File: config.mk
export PLATFORM = sky130hd
export DESIGN_NAME = sbc_bank_state
export DESIGN_NICKNAME = d
export VERILOG_FILES = /design/src/hdl/sbc_pkg.sv /design/src/hdl/sbc_bank_state.sv
export SDC_FILE = /design/constraint.sdc
export NUM_CORES = 1
export LEC_CHECK = 0
export ABC_AREA = 1
export BUFFER_PORTS_ARGS = -buffer_cell sky130_fd_sc_hd__buf_4
export CORE_ASPECT_RATIO = 1.1
export CORE_MARGIN = 1.5
export CORE_UTILIZATION = 50
export CTS_CLUSTER_DIAMETER = 120
export CTS_CLUSTER_SIZE = 10
export DETAILED_ROUTE_END_ITERATION = 16
export MAX_ROUTING_LAYER = met4
export PLACE_DENSITY = 0.69
export SETUP_SLACK_MARGIN = 0.2
export SYNTH_ARGS = -nofsm -noshare
export SYNTH_HDL_FRONTEND = slang
export SYNTH_SLANG_ARGS = --single-unit
File: constraint.sdc
create_clock -name clock -period 2.1 [get_ports clock]
set_input_delay 0.21 -clock clock [delete_from_list [all_inputs] [get_ports clock]]
set_output_delay 0.21 -clock clock [all_outputs]
set_load 0.03 [all_outputs]
File: src/hdl/sbc_pkg.sv
package sbc_pkg;

    // ------------------------------------------------------------
    // Timing
    // ------------------------------------------------------------
    localparam int CLOCK_PERIOD_NS      = 10;
    localparam int PRECHARGE_TIME_NS    = 20;
    localparam int ROW_TO_COL_DELAY_NS  = 20;
    localparam int REFRESH_CYCLE_NS     = 70;
    localparam int MODE_SET_CYCLES_DEF  = 2;
    localparam int SELF_REFRESH_EXIT_NS = 80;
    localparam int BURST_LEN_DEF        = 4;

    // Least times round up to whole cycles
    localparam int PRECHARGE_CYCLES =
        (PRECHARGE_TIME_NS + CLOCK_PERIOD_NS - 1) / CLOCK_PERIOD_NS;
    localparam int ROW_TO_COL_CYCLES =
        (ROW_TO_COL_DELAY_NS + CLOCK_PERIOD_NS - 1) / CLOCK_PERIOD_NS;
    localparam int REFRESH_CYCLES =
        (REFRESH_CYCLE_NS + CLOCK_PERIOD_NS - 1) / CLOCK_PERIOD_NS;
    localparam int SELF_REFRESH_EXIT_CYCLES =
        (SELF_REFRESH_EXIT_NS + CLOCK_PERIOD_NS - 1) / CLOCK_PERIOD_NS;

    localparam int TIMER_W   = 8;
    localparam int NUM_BANKS = 4;
    localparam int BANK_W    = 2;

    localparam logic [TIMER_W-1:0] TIMER_ZERO = 8'H00;
    localparam logic [TIMER_W-1:0] TIMER_ONE  = 8'H01;

    // ------------------------------------------------------------
    // Commands and states
    // ------------------------------------------------------------
    typedef enum logic [2:0] {
        SBC_CMD_NOP       = 3'b000,
        SBC_CMD_ACTIVE    = 3'b001,
        SBC_CMD_READ      = 3'b010,
        SBC_CMD_WRITE     = 3'b011,
        SBC_CMD_PRECHARGE = 3'b100,
        SBC_CMD_TERMINATE = 3'b101,
        SBC_CMD_REFRESH   = 3'b110,
        SBC_CMD_LOAD_MODE = 3'b111
    } sbc_cmd_t;

    typedef enum logic [3:0] {
        SBC_BANK_IDLE        = 4'b0000,
        SBC_BANK_ACTIVATING  = 4'b0001,
        SBC_BANK_ROW_ACTIVE  = 4'b0010,
        SBC_BANK_READ        = 4'b0011,
        SBC_BANK_WRITE       = 4'b0100,
        SBC_BANK_READ_AP     = 4'b0101,
        SBC_BANK_WRITE_AP    = 4'b0110,
        SBC_BANK_PRECHARGING = 4'b0111
    } sbc_bank_state_t;

    typedef enum logic [2:0] {
        SBC_DEV_NORMAL     = 3'b000,
        SBC_DEV_REFRESHING = 3'b001,
        SBC_DEV_MODE_SET   = 3'b010,
        SBC_DEV_PRE_ALL    = 3'b011,
        SBC_DEV_SR_EXIT    = 3'b100
    } sbc_dev_state_t;

endpackage

File: src/hdl/sbc_bank_state.sv
`timescale 1ns/1ps

module sbc_bank_state
    import sbc_pkg::*;
#(
    parameter int MODE_SET_CYCLES = MODE_SET_CYCLES_DEF,
    parameter int BURST_LEN       = BURST_LEN_DEF
)(
    input  wire logic                    clock,
    input  wire logic                    rst,
    input  wire logic                    clock_gate_in,
    input  wire logic                    chip_select_n,
    input  wire logic                    row_strobe_n,
    input  wire logic                    column_strobe_n,
    input  wire logic                    write_strobe_n,
    input  wire logic                    auto_precharge_sel,
    input  wire logic                    bank_sel_0,
    input  wire logic                    bank_sel_1,
    output logic [NUM_BANKS*4-1:0]       bank_state,
    output logic [2:0]                   device_state,
    output logic                         all_banks_idle,
    output logic                         command_taken,
    output logic                         illegal_command
);

    localparam logic [TIMER_W-1:0] PRE_LOAD   = TIMER_W'(PRECHARGE_CYCLES);
    localparam logic [TIMER_W-1:0] RCD_LOAD   = TIMER_W'(ROW_TO_COL_CYCLES);
    localparam logic [TIMER_W-1:0] RFC_LOAD   = TIMER_W'(REFRESH_CYCLES);
    localparam logic [TIMER_W-1:0] MRD_LOAD   = TIMER_W'(MODE_SET_CYCLES);
    localparam logic [TIMER_W-1:0] XSR_LOAD   = TIMER_W'(SELF_REFRESH_EXIT_CYCLES);
    localparam logic [TIMER_W-1:0] BURST_LOAD = TIMER_W'(BURST_LEN);

    // ------------------------------------------------------------
    // Command decode
    // ------------------------------------------------------------
    function automatic logic [TIMER_W-1:0] count_down(input logic [TIMER_W-1:0] t);
        count_down = (t == TIMER_ZERO) ? TIMER_ZERO : t - TIMER_ONE;
    endfunction

    sbc_cmd_t        cmd;
    logic            gate_prev;
    logic            next_gate_prev;
    logic            gate_ok;
    logic [BANK_W-1:0] bank_addr;

    always_comb
    begin
        // Explicit table keeps the decode readable
        cmd = SBC_CMD_NOP;
        if (!chip_select_n)
        begin
            case ({row_strobe_n, column_strobe_n, write_strobe_n})
                3'b011:  cmd = SBC_CMD_ACTIVE;
                3'b101:  cmd = SBC_CMD_READ;
                3'b100:  cmd = SBC_CMD_WRITE;
                3'b010:  cmd = SBC_CMD_PRECHARGE;
                3'b110:  cmd = SBC_CMD_TERMINATE;
                3'b001:  cmd = SBC_CMD_REFRESH;
                3'b000:  cmd = SBC_CMD_LOAD_MODE;
                default: cmd = SBC_CMD_NOP;
            endcase
        end
    end

    assign bank_addr      = {bank_sel_1, bank_sel_0};
    assign next_gate_prev = clock_gate_in;

    // ------------------------------------------------------------
    // Device-wide state
    // ------------------------------------------------------------
    sbc_dev_state_t    dev;
    sbc_dev_state_t    next_dev;
    logic [TIMER_W-1:0] dev_timer;
    logic [TIMER_W-1:0] next_dev_timer;

    sbc_bank_state_t    bank   [NUM_BANKS];
    sbc_bank_state_t    next_bank [NUM_BANKS];
    logic [TIMER_W-1:0] btimer [NUM_BANKS];
    logic [TIMER_W-1:0] next_btimer [NUM_BANKS];
    logic [TIMER_W-1:0] burst  [NUM_BANKS];
    logic [TIMER_W-1:0] next_burst [NUM_BANKS];
    logic [BANK_W-1:0]  last_bank;
    logic [BANK_W-1:0]  next_last_bank;
    logic               last_valid;
    logic               next_last_valid;
    logic               idle_all;
    logic               any_busy;

    // Gate low drops commands; refresh on a falling gate is taken as self refresh entry
    assign gate_ok = gate_prev & clock_gate_in & (dev != SBC_DEV_SR_EXIT);

    always_comb
    begin
        idle_all = 1'b1;
        for (int i = 0; i < NUM_BANKS; i++)
            if (bank[i] != SBC_BANK_IDLE)
                idle_all = 1'b0;
    end

    assign any_busy = (dev != SBC_DEV_NORMAL);

    always_comb
    begin
        next_dev       = dev;
        next_dev_timer = count_down(dev_timer);
        case (dev)
            SBC_DEV_NORMAL:
            begin
                if (gate_prev & ~clock_gate_in & (cmd == SBC_CMD_REFRESH) & idle_all)
                begin
                    // Self refresh entry: wait for gate to rise, then exit time
                    next_dev       = SBC_DEV_SR_EXIT;
                    next_dev_timer = XSR_LOAD;
                end
                else if (gate_ok & idle_all & (cmd == SBC_CMD_REFRESH))
                begin
                    next_dev       = SBC_DEV_REFRESHING;
                    next_dev_timer = RFC_LOAD;
                end
                else if (gate_ok & idle_all & (cmd == SBC_CMD_LOAD_MODE))
                begin
                    next_dev       = SBC_DEV_MODE_SET;
                    next_dev_timer = MRD_LOAD;
                end
                else if (gate_ok & (cmd == SBC_CMD_PRECHARGE) & auto_precharge_sel)
                begin
                    next_dev       = SBC_DEV_PRE_ALL;
                    next_dev_timer = PRE_LOAD;
                end
            end
            SBC_DEV_REFRESHING, SBC_DEV_MODE_SET, SBC_DEV_PRE_ALL:
            begin
                // Commands ignored until the timer runs out
                if (dev_timer <= TIMER_ONE)
                    next_dev = SBC_DEV_NORMAL;
            end
            SBC_DEV_SR_EXIT:
            begin
                if (!clock_gate_in)
                    next_dev_timer = XSR_LOAD;
                else if (dev_timer <= TIMER_ONE)
                    next_dev = SBC_DEV_NORMAL;
            end
            default:
                next_dev = SBC_DEV_NORMAL;
        endcase
    end

    // ------------------------------------------------------------
    // Per-bank state
    // ------------------------------------------------------------
    always_comb
    begin
        next_last_bank  = last_bank;
        next_last_valid = last_valid;
        for (int i = 0; i < NUM_BANKS; i++)
        begin
            logic hit;
            hit            = gate_ok & ~any_busy & (bank_addr == BANK_W'(i));
            next_bank[i]   = bank[i];
            next_btimer[i] = count_down(btimer[i]);
            next_burst[i]  = count_down(burst[i]);
            case (bank[i])
                SBC_BANK_IDLE:
                begin
                    if (hit & (cmd == SBC_CMD_ACTIVE))
                    begin
                        next_bank[i]   = SBC_BANK_ACTIVATING;
                        next_btimer[i] = RCD_LOAD;
                    end
                    // Precharge to an idle bank falls through unchanged
                end
                SBC_BANK_ACTIVATING:
                    if (btimer[i] <= TIMER_ONE)
                        next_bank[i] = SBC_BANK_ROW_ACTIVE;
                SBC_BANK_PRECHARGING:
                    if (btimer[i] <= TIMER_ONE)
                        next_bank[i] = SBC_BANK_IDLE;
                SBC_BANK_READ_AP, SBC_BANK_WRITE_AP:
                begin
                    // Precharge timer starts when the burst ends
                    if (burst[i] != TIMER_ZERO)
                        next_btimer[i] = PRE_LOAD;
                    else if (btimer[i] <= TIMER_ONE)
                        next_bank[i] = SBC_BANK_IDLE;
                end
                SBC_BANK_ROW_ACTIVE, SBC_BANK_READ, SBC_BANK_WRITE:
                begin
                    if ((bank[i] != SBC_BANK_ROW_ACTIVE) & (burst[i] <= TIMER_ONE))
                        next_bank[i] = SBC_BANK_ROW_ACTIVE;
                    if (hit & ((cmd == SBC_CMD_READ) | (cmd == SBC_CMD_WRITE)))
                    begin
                        next_burst[i] = BURST_LOAD;
                        if (auto_precharge_sel)
                            next_bank[i] = (cmd == SBC_CMD_READ) ? SBC_BANK_READ_AP
                                                                 : SBC_BANK_WRITE_AP;
                        else
                            next_bank[i] = (cmd == SBC_CMD_READ) ? SBC_BANK_READ
                                                                 : SBC_BANK_WRITE;
                        next_last_bank  = BANK_W'(i);
                        next_last_valid = 1'b1;
                    end
                    else if (hit & (cmd == SBC_CMD_PRECHARGE) & ~auto_precharge_sel)
                    begin
                        next_bank[i]   = SBC_BANK_PRECHARGING;
                        next_btimer[i] = PRE_LOAD;
                        next_burst[i]  = TIMER_ZERO;
                    end
                end
                default:
                    next_bank[i] = SBC_BANK_IDLE;
            endcase
            // Precharge all
            if (gate_ok & ~any_busy & (cmd == SBC_CMD_PRECHARGE) & auto_precharge_sel)
            begin
                next_bank[i]   = SBC_BANK_IDLE;
                next_burst[i]  = TIMER_ZERO;
                next_btimer[i] = TIMER_ZERO;
            end
            // Burst terminate hits the newest burst only
            if (gate_ok & ~any_busy & (cmd == SBC_CMD_TERMINATE) & last_valid
                & (last_bank == BANK_W'(i))
                & ((bank[i] == SBC_BANK_READ) | (bank[i] == SBC_BANK_WRITE)))
            begin
                next_bank[i]  = SBC_BANK_ROW_ACTIVE;
                next_burst[i] = TIMER_ZERO;
            end
        end
        if (gate_ok & ~any_busy & (cmd == SBC_CMD_TERMINATE))
            next_last_valid = 1'b0;
    end

    // ------------------------------------------------------------
    // Registers
    // ------------------------------------------------------------
    always_ff @(posedge clock)
    begin
        if (rst)
        begin
            gate_prev  <= 1'b0;
            dev        <= SBC_DEV_NORMAL;
            dev_timer  <= TIMER_ZERO;
            last_bank  <= '0;
            last_valid <= 1'b0;
            for (int i = 0; i < NUM_BANKS; i++)
            begin
                bank[i]   <= SBC_BANK_IDLE;
                btimer[i] <= TIMER_ZERO;
                burst[i]  <= TIMER_ZERO;
            end
        end
        else
        begin
            gate_prev  <= next_gate_prev;
            dev        <= next_dev;
            dev_timer  <= next_dev_timer;
            last_bank  <= next_last_bank;
            last_valid <= next_last_valid;
            for (int i = 0; i < NUM_BANKS; i++)
            begin
                bank[i]   <= next_bank[i];
                btimer[i] <= next_btimer[i];
                burst[i]  <= next_burst[i];
            end
        end
    end

    // ------------------------------------------------------------
    // Status outputs
    // ------------------------------------------------------------
    logic next_taken;
    logic next_illegal;
    logic taken_q;
    logic illegal_q;

    always_comb
    begin
        next_taken   = gate_ok & ~any_busy & (cmd != SBC_CMD_NOP);
        next_illegal = 1'b0;
        if (gate_ok & (cmd != SBC_CMD_NOP))
        begin
            if (any_busy)
                next_illegal = 1'b1;
            else if (((cmd == SBC_CMD_REFRESH) | (cmd == SBC_CMD_LOAD_MODE)) & ~idle_all)
                next_illegal = 1'b1;
            else if ((cmd == SBC_CMD_ACTIVE) & (bank[bank_addr] != SBC_BANK_IDLE))
                next_illegal = 1'b1;
            else if (((cmd == SBC_CMD_READ) | (cmd == SBC_CMD_WRITE))
                     & ((bank[bank_addr] == SBC_BANK_IDLE)
                        | (bank[bank_addr] == SBC_BANK_ACTIVATING)
                        | (bank[bank_addr] == SBC_BANK_PRECHARGING)
                        | (bank[bank_addr] == SBC_BANK_READ_AP)
                        | (bank[bank_addr] == SBC_BANK_WRITE_AP)))
                next_illegal = 1'b1;
        end
        if (next_illegal)
            next_taken = 1'b0;
    end

    always_ff @(posedge clock)
    begin
        if (rst)
        begin
            taken_q   <= 1'b0;
            illegal_q <= 1'b0;
        end
        else
        begin
            taken_q   <= next_taken;
            illegal_q <= next_illegal;
        end
    end

    always_comb
    begin
        for (int i = 0; i < NUM_BANKS; i++)
            bank_state[i*4 +: 4] = bank[i];
    end

    assign device_state    = dev;
    assign all_banks_idle  = idle_all & (dev == SBC_DEV_NORMAL);
    assign command_taken   = taken_q;
    assign illegal_command = illegal_q;

endmodule // sbc_bank_state

### Word level (Yosys, flattened, before mapping)

Memories as Yosys holds them, arrays and structs flattened.
Cells that the tools add are included.

| storage, ports and cells | value |
|---|---|
| bits in registers | 17 |
| memory bits (writable) | 80 |
| input port bits | 10 |
| output and inout bits | 22 |
| logic and storage cells | 361 |
| memories | 3 |

Memories:

| memory | words | bits a word | read ports | clocked after memory_dff | write ports | RTL line | text |
|---|---|---|---|---|---|---|---|
| btimer | 4 | 8 | 4 | 0 | 4 | sbc_bank_state.sv:78 | `logic [TIMER_W-1:0] btimer [NUM_BANKS];` |
| burst | 4 | 8 | 4 | 0 | 4 | sbc_bank_state.sv:80 | `logic [TIMER_W-1:0] burst [NUM_BANKS];` |
| bank | 4 | 4 | 5 | 0 | 4 | sbc_bank_state.sv:76 | `sbc_bank_state_t bank [NUM_BANKS];` |

| cells by class | value |
|---|---|
| $add $sub $neg | 9 |
| magnitude comparators | 9 |
| equal/unequal tests | 62 |
| mux-type cells | 151 |
| bitwise gates (word level) | 79 |
| reductions and logical operators | 41 |

Operators with widths:

| kind | number |
|---|---|
| two-way mux 8 bit | 62 |
| two-way mux 4 bit | 40 |
| case mux 8 bit (3 select lines) | 4 |
| case mux 4 bit (5 select lines) | 4 |
| equality test 4 x 3 -> 1 bit (second input constant) | 19 |
| less-or-equal comparator 8 x 1 -> 1 bit (second input constant) | 9 |
| logical NOT 8 bit | 9 |
| subtractor 8 x 1 -> 8 bit (second input constant) | 9 |
| bitwise AND 1 bit | 53 |
| equality test 4 x 2 -> 1 bit (second input constant) | 8 |
| nonzero test 8 bit | 4 |
| two-way mux 3 bit | 9 |
| equality test 3 bit (second input constant) | 8 |
| OR 1 bit | 22 |
| case mux 3 bit (7 select lines) | 1 |
| equality test 4 x 1 -> 1 bit (second input constant) | 5 |
| logical NOT 4 bit | 5 |
| two-way mux 1 bit | 20 |
| nonzero test 4 bit | 5 |
| equality test 3 x 2 -> 1 bit (second input constant) | 6 |
| two-way mux 2 bit | 9 |
| != test 4 x 2 -> 1 bit (second input constant) | 4 |
| case mux 8 bit (2 select lines) | 1 |
| OR reduction 3 bit | 5 |
| 13 further kinds | 30 |

### Logic depth before layout (Yosys ltp)

Gate-level depths: netlist (run 1).

| logic depth | value |
|---|---|
| word-level depth | 14 |
| mapped depth | 13 |
| gate-level depth less buffers | 13 |

### Least setup slack after synthesis (run 1)

OpenSTA, ideal clock, no wires.

| timing path | value |
|---|---|
| path kind | reg-to-reg |
| from | memory bank[3][2] in the netlist's numbering |
| to | register dev[2] (netlist: device_state[2]) |
| library setup time | 0.064 ns |
| arrival time | 1.790 ns |
| required time | 2.036 ns |
| setup slack | 0.246 ns |
| cell stages (with the launch flop) | 10 |
| buffers on the path | 0 |
| clock period less this slack | 1.854 ns |
| path through | dfxtp_1 -> nor2_1 -> nand2_1 -> nor2_2 -> nand2_1 -> nor2_1 -> nand2_1 -> nand3_1 -> nand2_1 -> nor2_1 |

RTL lines:

| element | RTL line | text |
|---|---|---|
| start, declared | sbc_bank_state.sv:76 |  |
| end signal, assigned | sbc_bank_state.sv:255 | `dev <= next_dev;` |
| end, declared | sbc_bank_state.sv:71 | `sbc_dev_state_t dev;` |

==> results.txt, run 1 <==
----------------------------------------------------
[Status]
  Status ... completed

[Worst hold path]
  Path type of the worst min-delay path ... in -> reg
  Hold Crit Depth ... 2
  Hold path startpoint ... rst
  Worst min-delay path endpoint ... last_bank[0]

[Worst setup path]
  Crit Path Category ... reg -> out
  Worst Setup End Kind ... output port
  WP data required ... 1.89 ns
  Worst Path Max Fanout ... 5
  Path depth of the worst reg2reg path ... 8
  Worst path arrival time ... 1.64 ns
  Capture point of the worst reg-to-reg path ... burst[0][6]
  Worst reg2reg path startpoint ... device_state[2]
  Worst-case register-to-register setup slack ... 0.31 ns
  Type of origin of the critical path ... register

[STA]
  Max Transition Viols Final ... 0
  Achievable Freq ... 0.540 GHz
  Final setup violation count ... 0
  TNS Setup ... 0 ns
  Minimum setup slack in the final design ... 0.248 ns
  Min Clock Period, post-route ... 1.85 ns
  Skew final ... 0.00824 ns
  Unrepaired setup endpoints after global routing ... true
  Number of endpoints with negative hold slack in the final report ... 0
  Slew of the pin with the lowest slew margin ... 0.525 ns
  Post-route clock period utilization ... 88.2%
  Relative slew slack ... 65.0%

[Synthesis]
  Number of warnings reported in the yosys synthesis log ... 0
  Post-Synthesis Cells ... 897
  Flip-flop and latch count after synthesis ... 97
  Post-Synthesis Cell Area ... 5820 um^2
  Synthesized area per cell ... 6.49 um^2
  Part of the Yosys area used for sequential elements ... 33.3%
  Synth unique cells ... 43

[Global route]
  First-pass GRT wire length ... 23500 um
  Largest net degree at the start of global routing ... 16
  Antenna violations before repair ... 0
  GRT overflow ... 0
  GRT Overall Usage ... 24.6%
  Via count of the first global-routing pass ... 5214

[Clocking]
  Later-pin clock latency in the skew report ... 0.35 ns
  Cts bufs inserted ... 9
  Total of hold buffers inserted after clock tree synthesis ... 0
  Total number of H-tree levels ... 3
  Register clock-pin slew on the reported worst setup and hold paths ... 0.07 ns
  Number of sinks driven by the clock tree ... 97
  Library cell used as clock root buffer ... sky130_fd_sc_hd__clkbuf_16
  Maximum clock insertion buffer count ... 2
  Clock tree from TritonCTS ... yes

[Die]
  Placeable Area ... 11400 um^2
  Vert. Die Dim ... 116 um
  Row Count ... 41
  Chip Width ... 106 um
  Die Footprint ... 12300 um^2
  Starting density of the core ... 51.1%
  I/O pin count ... 32

[Place]
  Placement Setup Slack ... 0.155 ns
  Placer congestion estimate ... 0.907
  HPWL after DPL ... 10800 um
  # port buffers ... 31

[Route]
  DRT Pass-1 Iters ... 6
  Vias after detailed routing ... 5587
  Residual DRC ... 0
  Total wirelength of the detailed-routed design ... 13800 um
  Routed vias/inst ... 5.06
  Count of antenna-violating nets left after detailed routing ... 0
  Detailed-route wire length per cell ... 12.5 um
  DR iter-0 viols ... 419

[Pwr]
  LEAKAGE ... 3.30 nW
  Worst vdd ir ... 0.000698 V
  Total power per unit cell area ... 1390 nW/um^2

[Layout]
  Count of nets after finishing ... 981
  Inserted Diodes ... 0
  Number of fillers in the final layout ... 1165
  Fraction of final layout cells sized beyond drive strength 1 ... 13.4%
  Area grow syn2layout ... 15.6%

[Job]
  Number of violations of the max-capacitance limit ... 0

----------------------------------------------------
cell type report:
type / count / area (um^2) / area share [%]
Multi-Input combinational cell: 665 / 3470 / 51.5
Sequential cell: 97 / 1950 / 28.9
Clock buffer: 12 / 256 / 3.81
Tap cell: 150 / 188 / 2.79
Timing Repair Buffer: 42 / 315 / 4.68
Inverter: 135 / 507 / 7.53
Clock inverter: 4 / 51.3 / 0.762
registers in the layout, indices dropped and copies added, names as in the netlist:
| name | flops |
|---|---|
| btimer | 32 |
| burst | 32 |
| bank | 16 |
| dev_timer | 8 |
| device_state | 3 |
| last_bank | 2 |
| command_taken | 1 |
| gate_prev | 1 |
| illegal_command | 1 |
| last_valid | 1 |
how the worst max path moves through the flow:
stage / endpoint / start / slack [ns]
finish: all_banks_idle / bank[2][2] / 0.25
floorplan: device_state[2] / bank[3][2] / 0.25
global route: burst[0][7] / device_state[2] / 0.15
global placement: btimer[1][2] / device_state[0] / 0.14
CTS: all_banks_idle / bank[1][2] / 0.20
detailed placement: btimer[1][3] / device_state[0] / 0.16
cells in the final DEF (no fill, tap or decap), types with 2 or more instances in the layout:
cell	instances
sky130_fd_sc_hd__inv_1	127
sky130_fd_sc_hd__nand4_2	3
sky130_fd_sc_hd__xnor2_1	9
sky130_fd_sc_hd__a31oi_1	7
sky130_fd_sc_hd__clkbuf_16	9
sky130_fd_sc_hd__nand3_4	2
sky130_fd_sc_hd__dfxtp_2	5
sky130_fd_sc_hd__o211ai_1	2
sky130_fd_sc_hd__o21ai_1	2
sky130_fd_sc_hd__nand3_1	65
sky130_fd_sc_hd__buf_4	42
sky130_fd_sc_hd__o22ai_1	4
sky130_fd_sc_hd__nor3_1	24
sky130_fd_sc_hd__nand3b_1	3
sky130_fd_sc_hd__clkbuf_8	2
sky130_fd_sc_hd__nand2_1	189
sky130_fd_sc_hd__nor2_2	22
sky130_fd_sc_hd__o21ai_0	23
sky130_fd_sc_hd__a21oi_2	2
sky130_fd_sc_hd__a21oi_1	43
sky130_fd_sc_hd__nor3_2	2
sky130_fd_sc_hd__nand3_2	5
sky130_fd_sc_hd__o21ai_2	2
sky130_fd_sc_hd__nor2_1	157
sky130_fd_sc_hd__nor2_4	5
sky130_fd_sc_hd__a22oi_1	2
sky130_fd_sc_hd__xor2_1	35
sky130_fd_sc_hd__ha_1	21
sky130_fd_sc_hd__dfxtp_1	92
sky130_fd_sc_hd__nand2_2	11
sky130_fd_sc_hd__conb_1	4
sky130_fd_sc_hd__nand4_1	8
sky130_fd_sc_hd__or2_2	3
sky130_fd_sc_hd__inv_2	7
what timing repair did:
| action | CTS | global route |
|---|---|---|
| endpoints found under the setup margin | 7 | 49 |
| pin swaps | 2 | 3 |
| gates resized for setup | 13 | 22 |
| setup buffers | 1 | 2 |
per-stage QoR:
stage / std cells / power (mW) / hold slack [ns] / util [%] / cell area (um^2)
2_1_floorplan: 900 / 6.59 / 0.343 / - / 5830
3_3_place_gp: 1086 / 7.49 / 0.427 / 55.3 / 6300
3_5_place_dp: 1086 / 7.53 / 0.445 / 55.3 / 6300
4_1_cts: 1103 / 9.31 / 0.126 / 58.5 / 6660
5_1_grt: 1105 / 10.3 / 0.141 / 59.1 / 6730
6_report: 1105 / 9.33 / 0.140 / 59.1 / 6730
critical path: stages, from the launching register on:
cell and delay [ns]:
sky130_fd_sc_hd__dfxtp_2 0.36, sky130_fd_sc_hd__nor2_4 0.15, sky130_fd_sc_hd__nand2_2 0.14, sky130_fd_sc_hd__nor2_4 0.19, sky130_fd_sc_hd__nand2_1 0.11, sky130_fd_sc_hd__nor2_2 0.15
sky130_fd_sc_hd__buf_4 0.18
layer usage:
metal,vias up,GRT usage (%),wire length [um],share of wire [%]
met2,142,40.0,6380,46
li1,2938,-,-,-
met5,-,-,0,0
met3,31,3.91,759,5.5
met4,0,9.82,296,2.1
met1,2476,30.8,6350,46
Yosys cell counts, drive strengths merged:
library cell / n / area (um^2)
a22oi: 2 / 15.0
nand2: 200 / 763
and3: 1 / 6.26
xor2: 35 / 307
a21oi: 45 / 233
xnor2: 9 / 78.8
o211ai: 2 / 15.0
nor4: 2 / 18.8
inv: 134 / 503
dfxtp: 97 / 1940
o21a: 1 / 7.51
clkinv: 1 / 3.75
o211a: 1 / 10.0
nor2: 184 / 721
nand3b: 3 / 22.5
a21o: 1 / 7.51
o22a: 1 / 8.76
buf: 1 / 5.00
o21ai: 27 / 143
nand4: 11 / 87.6
clkbuf: 2 / 7.51
nor3: 27 / 156
nand3: 72 / 393
a31oi: 7 / 43.8
or2: 3 / 18.8
conb: 1 / 3.75
nor3b: 1 / 7.51
ha: 21 / 263
a21boi: 1 / 7.51
o22ai: 4 / 25.0
kinds of logic after synthesis:
| group | count (synthesis) | share of synthesized area, % |
|---|---|---|
| and+or+nand+nor | 504 | 37.7 |
| DFF | 97 | 33.3 |
| xor gates and xnor gates | 44 | 6.62 |
| other | 1 | 0.0644 |
| AOI/OAI and AO/OA | 92 | 8.85 |
| adders and majority gates | 21 | 4.51 |
| buffers and inverters | 138 | 8.92 |
power by group:
group | total [mW] | internal (mW) | switching (mW)
clock network | 1.70 | 0.989 | 0.708
registers | 2.89 | 2.43 | 0.458
logic | 4.74 | 1.85 | 2.89
total | 9.33 | 5.27 | 4.06
Power figures use the tool's default switching activity.
==> inputs of run 2 (changes only) <==
- ABC_AREA: 1 -> unset
- CORE_MARGIN: 1.5 -> 2
==> run 2 against run 1 <==
Effect of this change:
- die area about the same
- combinational power increased by 25%
- sequential share of layout area decreased by 4.4 points
- critical endpoint is now btimer[0][2]
- cell count decreased by 9.0%
- core utilization increased by 14 points
- sequential power increased by 5%
- clock skew increased by 0.0013 ns
- via count increased by 9.2%
- largest cell class unchanged
- hold slack improved by 0.042 ns
==> results.txt, run 2 <==
----------------------------------------------------
[Status]
  Status ... completed (unchanged)

[Place]
  # port buffers ... 31 (unchanged)
  Total placed cells including tap cells ... 960 (was 1086)
  Placed inst area ... 6890 um^2 (was 6300 um^2)
  HPWL after DPL ... 12100 um (was 10800 um)
  Placer congestion estimate ... 0.977 (was 0.907)

[Die]
  Chip Width ... 106 um (about the same)
  Vert. Die Dim ... 116 um (about the same)
  Row Count ... 40 (was 41)
  Starting density of the core ... 51.7% (was 51.1%)
  I/O pin count ... 32 (unchanged)
  Placeable Area ... 11100 um^2 (was 11400 um^2)
  Die Footprint ... 12300 um^2 (about the same)

[Job]
  Number of violations of the max-capacitance limit ... 0 (unchanged)

[Layout]
  Area grow syn2layout ... 41.6% (was 15.6%)
  Commonest non-fill, non-tap cell in the layout ... sky130_fd_sc_hd__buf_4 (was sky130_fd_sc_hd__nand2_1)
  Count of nets after finishing ... 884 (was 981)
  Largest registers ... btimer x32, burst x32, bank x16 (unchanged)
  Utilization after layout ... 73.2% (was 59.1%)
  Fraction of final layout cells sized beyond drive strength 1 ... 35.8% (was 13.4%)
  Commonest cells after routing, fill and taps aside ... 130 x sky130_fd_sc_hd__buf_4, 91 x sky130_fd_sc_hd__nor2_1, 78 x sky130_fd_sc_hd__dfxtp_1 (was 189 x sky130_fd_sc_hd__nand2_1, 157 x sky130_fd_sc_hd__nor2_1, 127 x sky130_fd_sc_hd__inv_1)
  Final non-filler cell area ... 8100 um^2 (was 6730 um^2)
  Non-filler cells in the finished layout ... 1005 (was 1105)
  Inserted Diodes ... 0 (unchanged)

[Clocking]
  Register clock-pin slew on the reported worst setup and hold paths ... 0.07 ns (about the same)
  Library cell used as clock root buffer ... sky130_fd_sc_hd__clkbuf_16 (unchanged)
  Maximum clock insertion buffer count ... 2 (unchanged)
  Total number of H-tree levels ... 3 (unchanged)
  Clock tree from TritonCTS ... yes (unchanged)
  Number of sinks driven by the clock tree ... 97 (unchanged)
  Later-pin clock latency in the skew report ... 0.35 ns (about the same)
  Cts bufs inserted ... 9 (unchanged)

[Synthesis]
  Synthesized area per cell ... 8.00 um^2 (was 6.49 um^2)
  Synth unique cells ... 65 (was 43)
  Post-Synthesis Cell Area ... 5720 um^2 (was 5820 um^2)
  Post-synth top flop ... sky130_fd_sc_hd__dfxtp_1 (unchanged)
  Cell with the most instances after synthesis ... sky130_fd_sc_hd__nor2_1 (was sky130_fd_sc_hd__nand2_1)
  Part of the Yosys area used for sequential elements ... 34.0% (was 33.3%)
  Number of enable-type register cells in the synthesized netlist ... 0 (unchanged)
  Number of warnings reported in the yosys synthesis log ... 0 (unchanged)
  Cells taking the most area after synthesis ... sky130_fd_sc_hd__dfxtp_1 34%, sky130_fd_sc_hd__nor2_1 7.0%, sky130_fd_sc_hd__xnor2_1 5.4%, sky130_fd_sc_hd__ha_1 4.6%, sky130_fd_sc_hd__nand2_1 3.9% (was sky130_fd_sc_hd__dfxtp_1 33%, sky130_fd_sc_hd__nand2_1 13%, sky130_fd_sc_hd__nor2_1 11%, sky130_fd_sc_hd__inv_1 8.2%, sky130_fd_sc_hd__nand3_1 5.8%)
  Flip-flop and latch count after synthesis ... 97 (unchanged)
  Post-synthesis async set-or-reset flop share ... 0% (unchanged)
  Area leader, netlist ... sky130_fd_sc_hd__dfxtp_1 (unchanged)
  Post-synth top area share ... 34.0% (was 33.3%)
  Post-Synthesis Cells ... 715 (was 897)
  Most instantiated cells after synthesis ... 107 x sky130_fd_sc_hd__nor2_1, 97 x sky130_fd_sc_hd__dfxtp_1, 60 x sky130_fd_sc_hd__nand2_1, 38 x sky130_fd_sc_hd__o21ai_0, 36 x sky130_fd_sc_hd__a21oi_1 (was 195 x sky130_fd_sc_hd__nand2_1, 174 x sky130_fd_sc_hd__nor2_1, 127 x sky130_fd_sc_hd__inv_1, 97 x sky130_fd_sc_hd__dfxtp_1, 67 x sky130_fd_sc_hd__nand3_1)

[STA]
  Smallest hold slack ... 0.181 ns (was 0.140 ns)
  Post-route clock period utilization ... 99.5% (was 88.2%)
  Relative slew slack ... 64.0% (was 65.0%)
  Skew final ... 0.00954 ns (was 0.00824 ns)
  Number of endpoints with negative hold slack in the final report ... 0 (unchanged)
  Max Transition Viols Final ... 0 (unchanged)
  Unrepaired setup endpoints after global routing ... true (unchanged)
  Final setup violation count ... 0 (unchanged)
  Slew of the pin with the lowest slew margin ... 0.539 ns (was 0.525 ns)
  Min Clock Period, post-route ... 2.09 ns (was 1.85 ns)
  Achievable Freq ... 0.479 GHz (was 0.540 GHz)

[Worst setup path]
  Worst Setup End Kind ... register (was output port)
  Worst Path Max Fanout ... 7 (was 5)
  WP data required ... 2.32 ns (was 1.89 ns)
  Type of origin of the critical path ... register (unchanged)
  Worst path arrival time ... 2.31 ns (was 1.64 ns)
  Crit Path Category ... reg -> reg (was reg -> out)

[Pwr]
  Worst vdd ir ... 0.00111 V (was 0.000698 V)
  Total power per unit cell area ... 1310 nW/um^2 (was 1390 nW/um^2)
  Post-route total power ... 10.6 mW (was 9.33 mW)
  LEAKAGE ... 3.18 nW (was 3.30 nW)

[Route]
  Residual DRC ... 0 (unchanged)
  Routed vias/inst ... 6.07 (was 5.06)
  Vias after detailed routing ... 6103 (was 5587)
  Count of antenna-violating nets left after detailed routing ... 0 (unchanged)
  Detailed-route wire length per cell ... 17.6 um (was 12.5 um)
  DRT Pass-1 Iters ... 7 (was 6)
  Total wirelength of the detailed-routed design ... 17700 um (was 13800 um)
  DR iter-0 viols ... 496 (was 419)

[Global route]
  Via count of the first global-routing pass ... 5828 (was 5214)
  GRT overflow ... 0 (unchanged)
  GRT Overall Usage ... 28.9% (was 24.6%)
  Antenna violations before repair ... 0 (unchanged)
  First-pass GRT wire length ... 27700 um (was 23500 um)
  Largest net degree at the start of global routing ... 17 (was 16)

[Worst hold path]
  Path type of the worst min-delay path ... in -> reg (unchanged)

----------------------------------------------------
-- run 2: logic make-up after synthesis --
kind of cell / after synthesis / synth area share [%]
and+or+nand+nor: 316 / 27.4
adders and majority gates: 21 / 4.59
DFF: 97 / 34.0
AOI/OAI and AO/OA: 168 / 20.1
muxes: 15 / 3.52
buffers and inverters: 52 / 3.41
other: 1 / 0.0656
xor gates and xnor gates: 45 / 6.89
-- run 2: layer usage --
metal,GRT usage [%],share of wire (%)
met2,50.4,50
met4,11.7,3.6
met1,33.0,40
met5,-,0
met3,5.36,6.4
-- run 2: per-stage QoR --
| stage | TNS [ns] | setup slack (ns) |
|---|---|---|
| floorplan | -0.390 | -0.156 |
| global placement | -3.38 | -0.213 |
| detailed placement | -3.92 | -0.264 |
| CTS | 0 | 0.0245 |
| global route | -0.712 | -0.0787 |
| finish | 0 | 0.0114 |
-- run 2: final timing paths --
| check | start | to | slack, ns | depth (start not counted) |
|---|---|---|---|---|
| worst min-delay path | clock_gate_in | gate_prev | 0.18 | 2 |
| worst max register to register | device_state[2] | btimer[0][2] | 0.01 | 9 |
| worst max-delay path | device_state[2] | btimer[0][2] | 0.01 | 9 |
| worst min register to register | btimer[1][0] | btimer[1][0] | 0.44 | 1 |
-- run 2: report_power, final --
group	switching, mW	internal [mW]	leakage [nW]	total, mW
clock network	0.723	0.928	0.139	1.65
logic	3.12	2.82	2.23	5.94
registers	0.596	2.45	0.808	3.04
total	4.43	6.19	3.18	10.6
-- run 2: timing repair --
| action | 4_1_cts | 5_1_grt |
|---|---|---|
| pin swaps | 22 | 51 |
| resized for setup | 54 | 114 |
| cloned | 1 | 0 |
| setup endpoints to repair | 67 | 86 |
| buffers inserted | 18 | 10 |
| hold buffers | 0 | 0 |
-- run 2: worst max-delay path: stages (launching register included) --
cell,delay (ns)
sky130_fd_sc_hd__dfxtp_4,0.35
sky130_fd_sc_hd__or3_4,0.43
sky130_fd_sc_hd__buf_6,0.14
sky130_fd_sc_hd__nor2_4,0.14
sky130_fd_sc_hd__buf_12,0.13
sky130_fd_sc_hd__buf_4,0.10
sky130_fd_sc_hd__a31oi_1,0.08
sky130_fd_sc_hd__a2111o_1,0.37
sky130_fd_sc_hd__nand2_4,0.15
sky130_fd_sc_hd__nor3_1,0.07
-- run 2: cell type report --
class / count / area (um^2)
multi-input combinational: 569 / 4290
clock buffer: 10 / 229
fill: 801 / 2960
inverter: 26 / 97.6
timing repair buffer: 150 / 1250
clock inverter: 6 / 67.6
tap: 147 / 184
sequential: 97 / 1990
==> inputs of run 3 (changes only) <==
- CORE_ASPECT_RATIO: 1.1 -> 0.7
==> run 3 against run 2 <==
Effect of this change:
- the run now ends with setup timing left
- power is 5.9% higher
- final area is 1.9% higher
- clock skew hardly changed
- worst setup slack worse by 0.062 ns
- clock-buffer cell count is 2 higher
- first-iteration DRC count is 0.81% higher
- largest power group unchanged
- highest routed layer unchanged
==> results.txt, run 3 (synthesis gave the netlist of run 2 again) <==
----------------------------------------------------
[Pwr]
  Cell-internal power ... 6.52 mW (was 6.19 mW)
  Share of power burned in combinational logic ... 57.0% (was 55.9%)
  LEAKAGE ... 3.23 nW (was 3.18 nW)
  Net switching share of the total power ... 42.1% (was 41.7%)
  Total power per unit cell area ... 1360 nW/um^2 (was 1310 nW/um^2)
  Worst vdd ir ... 0.000964 V (was 0.00111 V)
  Share of power burned in registers ... 27.2% (was 28.6%)
  Part of the total power dissipated in the clock network ... 15.8% (was 15.5%)
  NetSw ... 4.74 mW (was 4.43 mW)

[Layout]
  Area grow syn2layout ... 44.3% (was 41.6%)
  Utilization after layout ... 74.4% (was 73.2%)
  Count of nets after finishing ... 899 (was 884)
  Non-filler cells in the finished layout ... 1026 (was 1005)
  Largest registers ... btimer x32, burst x32, bank x16 (unchanged)
  Commonest non-fill, non-tap cell in the layout ... sky130_fd_sc_hd__buf_4 (unchanged)
  Inserted Diodes ... 0 (unchanged)
  Commonest cells after routing, fill and taps aside ... 149 x sky130_fd_sc_hd__buf_4, 85 x sky130_fd_sc_hd__nor2_1, 77 x sky130_fd_sc_hd__dfxtp_1 (was 130 x sky130_fd_sc_hd__buf_4, 91 x sky130_fd_sc_hd__nor2_1, 78 x sky130_fd_sc_hd__dfxtp_1)
  Fraction of final layout cells sized beyond drive strength 1 ... 38.9% (was 35.8%)

[STA]
  Number of endpoints with negative hold slack in the final report ... 0 (unchanged)
  Final setup violation count ... 7 (was 0)
  Unrepaired setup endpoints after global routing ... true (unchanged)
  Slew of the pin with the lowest slew margin ... 0.601 ns (was 0.539 ns)
  Max Transition Viols Final ... 0 (unchanged)
  Skew final ... 0.00960 ns (was 0.00954 ns)
  Achievable Freq ... 0.465 GHz (was 0.479 GHz)
  Post-route clock period utilization ... 102% (was 99.5%)
  Relative slew slack ... 59.8% (was 64.0%)
  Minimum setup slack in the final design ... -0.0502 ns (was 0.0114 ns)
  Smallest hold slack ... 0.181 ns (about the same)
  Min Clock Period, post-route ... 2.15 ns (was 2.09 ns)

[Place]
  # port buffers ... 31 (unchanged)
  Placement Setup Slack ... -0.228 ns (was -0.264 ns)
  Placer congestion estimate ... 1.02 (was 0.977)
  HPWL after DPL ... 12700 um (was 12100 um)
  Total placed cells including tap cells ... 982 (was 960)

[Worst setup path]
  Worst reg2reg path startpoint ... bank[0][2] (was device_state[2])
  Worst Setup End Kind ... register (unchanged)
  Capture point of the worst reg-to-reg path ... dev_timer[6] (was btimer[0][2])
  Worst Path Max Fanout ... 4 (was 7)
  Type of origin of the critical path ... register (unchanged)
  Worst-case register-to-register setup slack ... -0.05 ns (was 0.01 ns)
  Path depth of the worst reg2reg path ... 9 (unchanged)
  Worst path arrival time ... 2.40 ns (was 2.31 ns)
  Crit Path Category ... reg -> reg (unchanged)
  WP data required ... 2.35 ns (was 2.32 ns)

[Route]
  DR iter-0 viols ... 500 (was 496)
  Residual DRC ... 0 (unchanged)
  Total wirelength of the detailed-routed design ... 18800 um (was 17700 um)
  Count of antenna-violating nets left after detailed routing ... 0 (unchanged)
  Vias after detailed routing ... 6250 (was 6103)
  DRT Pass-1 Iters ... 6 (was 7)
  Routed vias/inst ... 6.09 (was 6.07)
  Detailed-route wire length per cell ... 18.4 um (was 17.6 um)

[Clocking]
  Clock tree from TritonCTS ... yes (unchanged)
  Later-pin clock latency in the skew report ... 0.35 ns (about the same)
  Number of sinks driven by the clock tree ... 97 (unchanged)
  Library cell used as clock root buffer ... sky130_fd_sc_hd__clkbuf_16 (unchanged)
  Maximum clock insertion buffer count ... 2 (unchanged)
  Cts bufs inserted ... 9 (unchanged)
  Register clock-pin slew on the reported worst setup and hold paths ... 0.07 ns (about the same)
  Total number of H-tree levels ... 3 (unchanged)

[Global route]
  GRT overflow ... 0 (unchanged)
  Largest net degree at the start of global routing ... 17 (unchanged)
  GRT Overall Usage ... 30.0% (was 28.9%)
  Antenna violations before repair ... 0 (unchanged)
  Via count of the first global-routing pass ... 5904 (was 5828)
  First-pass GRT wire length ... 29100 um (was 27700 um)

[Worst hold path]
  Hold Crit Depth ... 2 (unchanged)
  Hold path startpoint ... clock_gate_in (unchanged)
  Worst min-delay path endpoint ... gate_prev (unchanged)
  Path type of the worst min-delay path ... in -> reg (unchanged)

[Die]
  Row Count ... 32 (was 40)
  Vert. Die Dim ... 93.5 um (was 116 um)
  Placeable Area ... 11100 um^2 (about the same)
  I/O pin count ... 32 (unchanged)
  Starting density of the core ... 51.6% (was 51.7%)
  Die Footprint ... 12300 um^2 (about the same)
  Chip Width ... 132 um (was 106 um)

[Job]
  Number of violations of the max-capacitance limit ... 0 (unchanged)

[Status]
  Status ... finished with violations (was completed)
  Failing checks ... setup timing

----------------------------------------------------
## run 3: changes by cell type in the layout (fill, tap and decap cells not counted), sizes merged
cell      previous run  this run
clkinv               2         1
buf                150       165
clkinvlp             2         0
clkbuf              10        12
inv                 27        28
## run 3: metal layers
layer  vias up  GRT usage [%]  part of all wire, %
met5         -              -                    0
met4         0           10.3                  2.5
met3        69           6.07                  7.7
met2       309           47.7                   47
met1      2957           38.4                   43
li1       2915              -                    -
## run 3: worst max-delay path, cell delays in order (launching register included)
cell and delay, ns:
sky130_fd_sc_hd__dfxtp_2 0.33, sky130_fd_sc_hd__buf_6 0.13, sky130_fd_sc_hd__nor4_4 0.29, sky130_fd_sc_hd__nand4_1 0.31, sky130_fd_sc_hd__buf_6 0.24, sky130_fd_sc_hd__o31ai_4 0.32, sky130_fd_sc_hd__buf_4 0.20, sky130_fd_sc_hd__o21ai_2 0.06
sky130_fd_sc_hd__nand2_2 0.10, sky130_fd_sc_hd__nor2_1 0.06
## run 3: worst max-delay path by stage
stage | start | slack (ns) | to
floorplan | device_state[1] | -0.16 | bank[0][0]
global placement | burst[0][5] | -0.21 | bank[0][0]
detailed placement | burst[0][5] | -0.23 | bank[0][2]
CTS | burst[0][7] | -0.06 | bank[0][0]
global route | bank[0][2] | -0.13 | dev_timer[4]
finish | bank[0][2] | -0.05 | dev_timer[6]
## run 3: power by group through the flow
stage                     combinational [mW]  sequential [mW]  clock, mW
after global routing                    7.00             3.13       1.88
final                                   6.41             3.06       1.78
after detailed placement                5.16             3.02          0
after CTS                               5.77             3.02       1.80
after floorplan                         3.62             2.99          0
after global placement                  4.94             2.97          0
## run 3: layout make-up
class / instances / area [um^2]
clock buffers: 12 / 268
clock inverters: 4 / 56.3
fillers: 776 / 2840
inverters: 26 / 97.6
multi-input cells: 569 / 4340
flip-flops and latches: 97 / 1990
well taps: 153 / 191
repair buffers: 165 / 1320
## run 3: stage by stage
step                      power, mW  instance area (um^2)  TNS, ns
final                          11.3                  8260   -0.277
after global routing           12.0                  8260   -0.991
after detailed placement       8.18                  6990    -3.99
after global placement         7.92                  6990    -2.52
after CTS                      10.6                  7840  -0.0720
after floorplan                6.61                  5920   -0.390
## run 3: timing repair
item	CTS	global route
endpoints found under the hold margin	0	0
buffers inserted	18	10
pin swaps	47	50
resized for setup	97	88
endpoints found under the setup margin	72	83
hold buffers	0	0
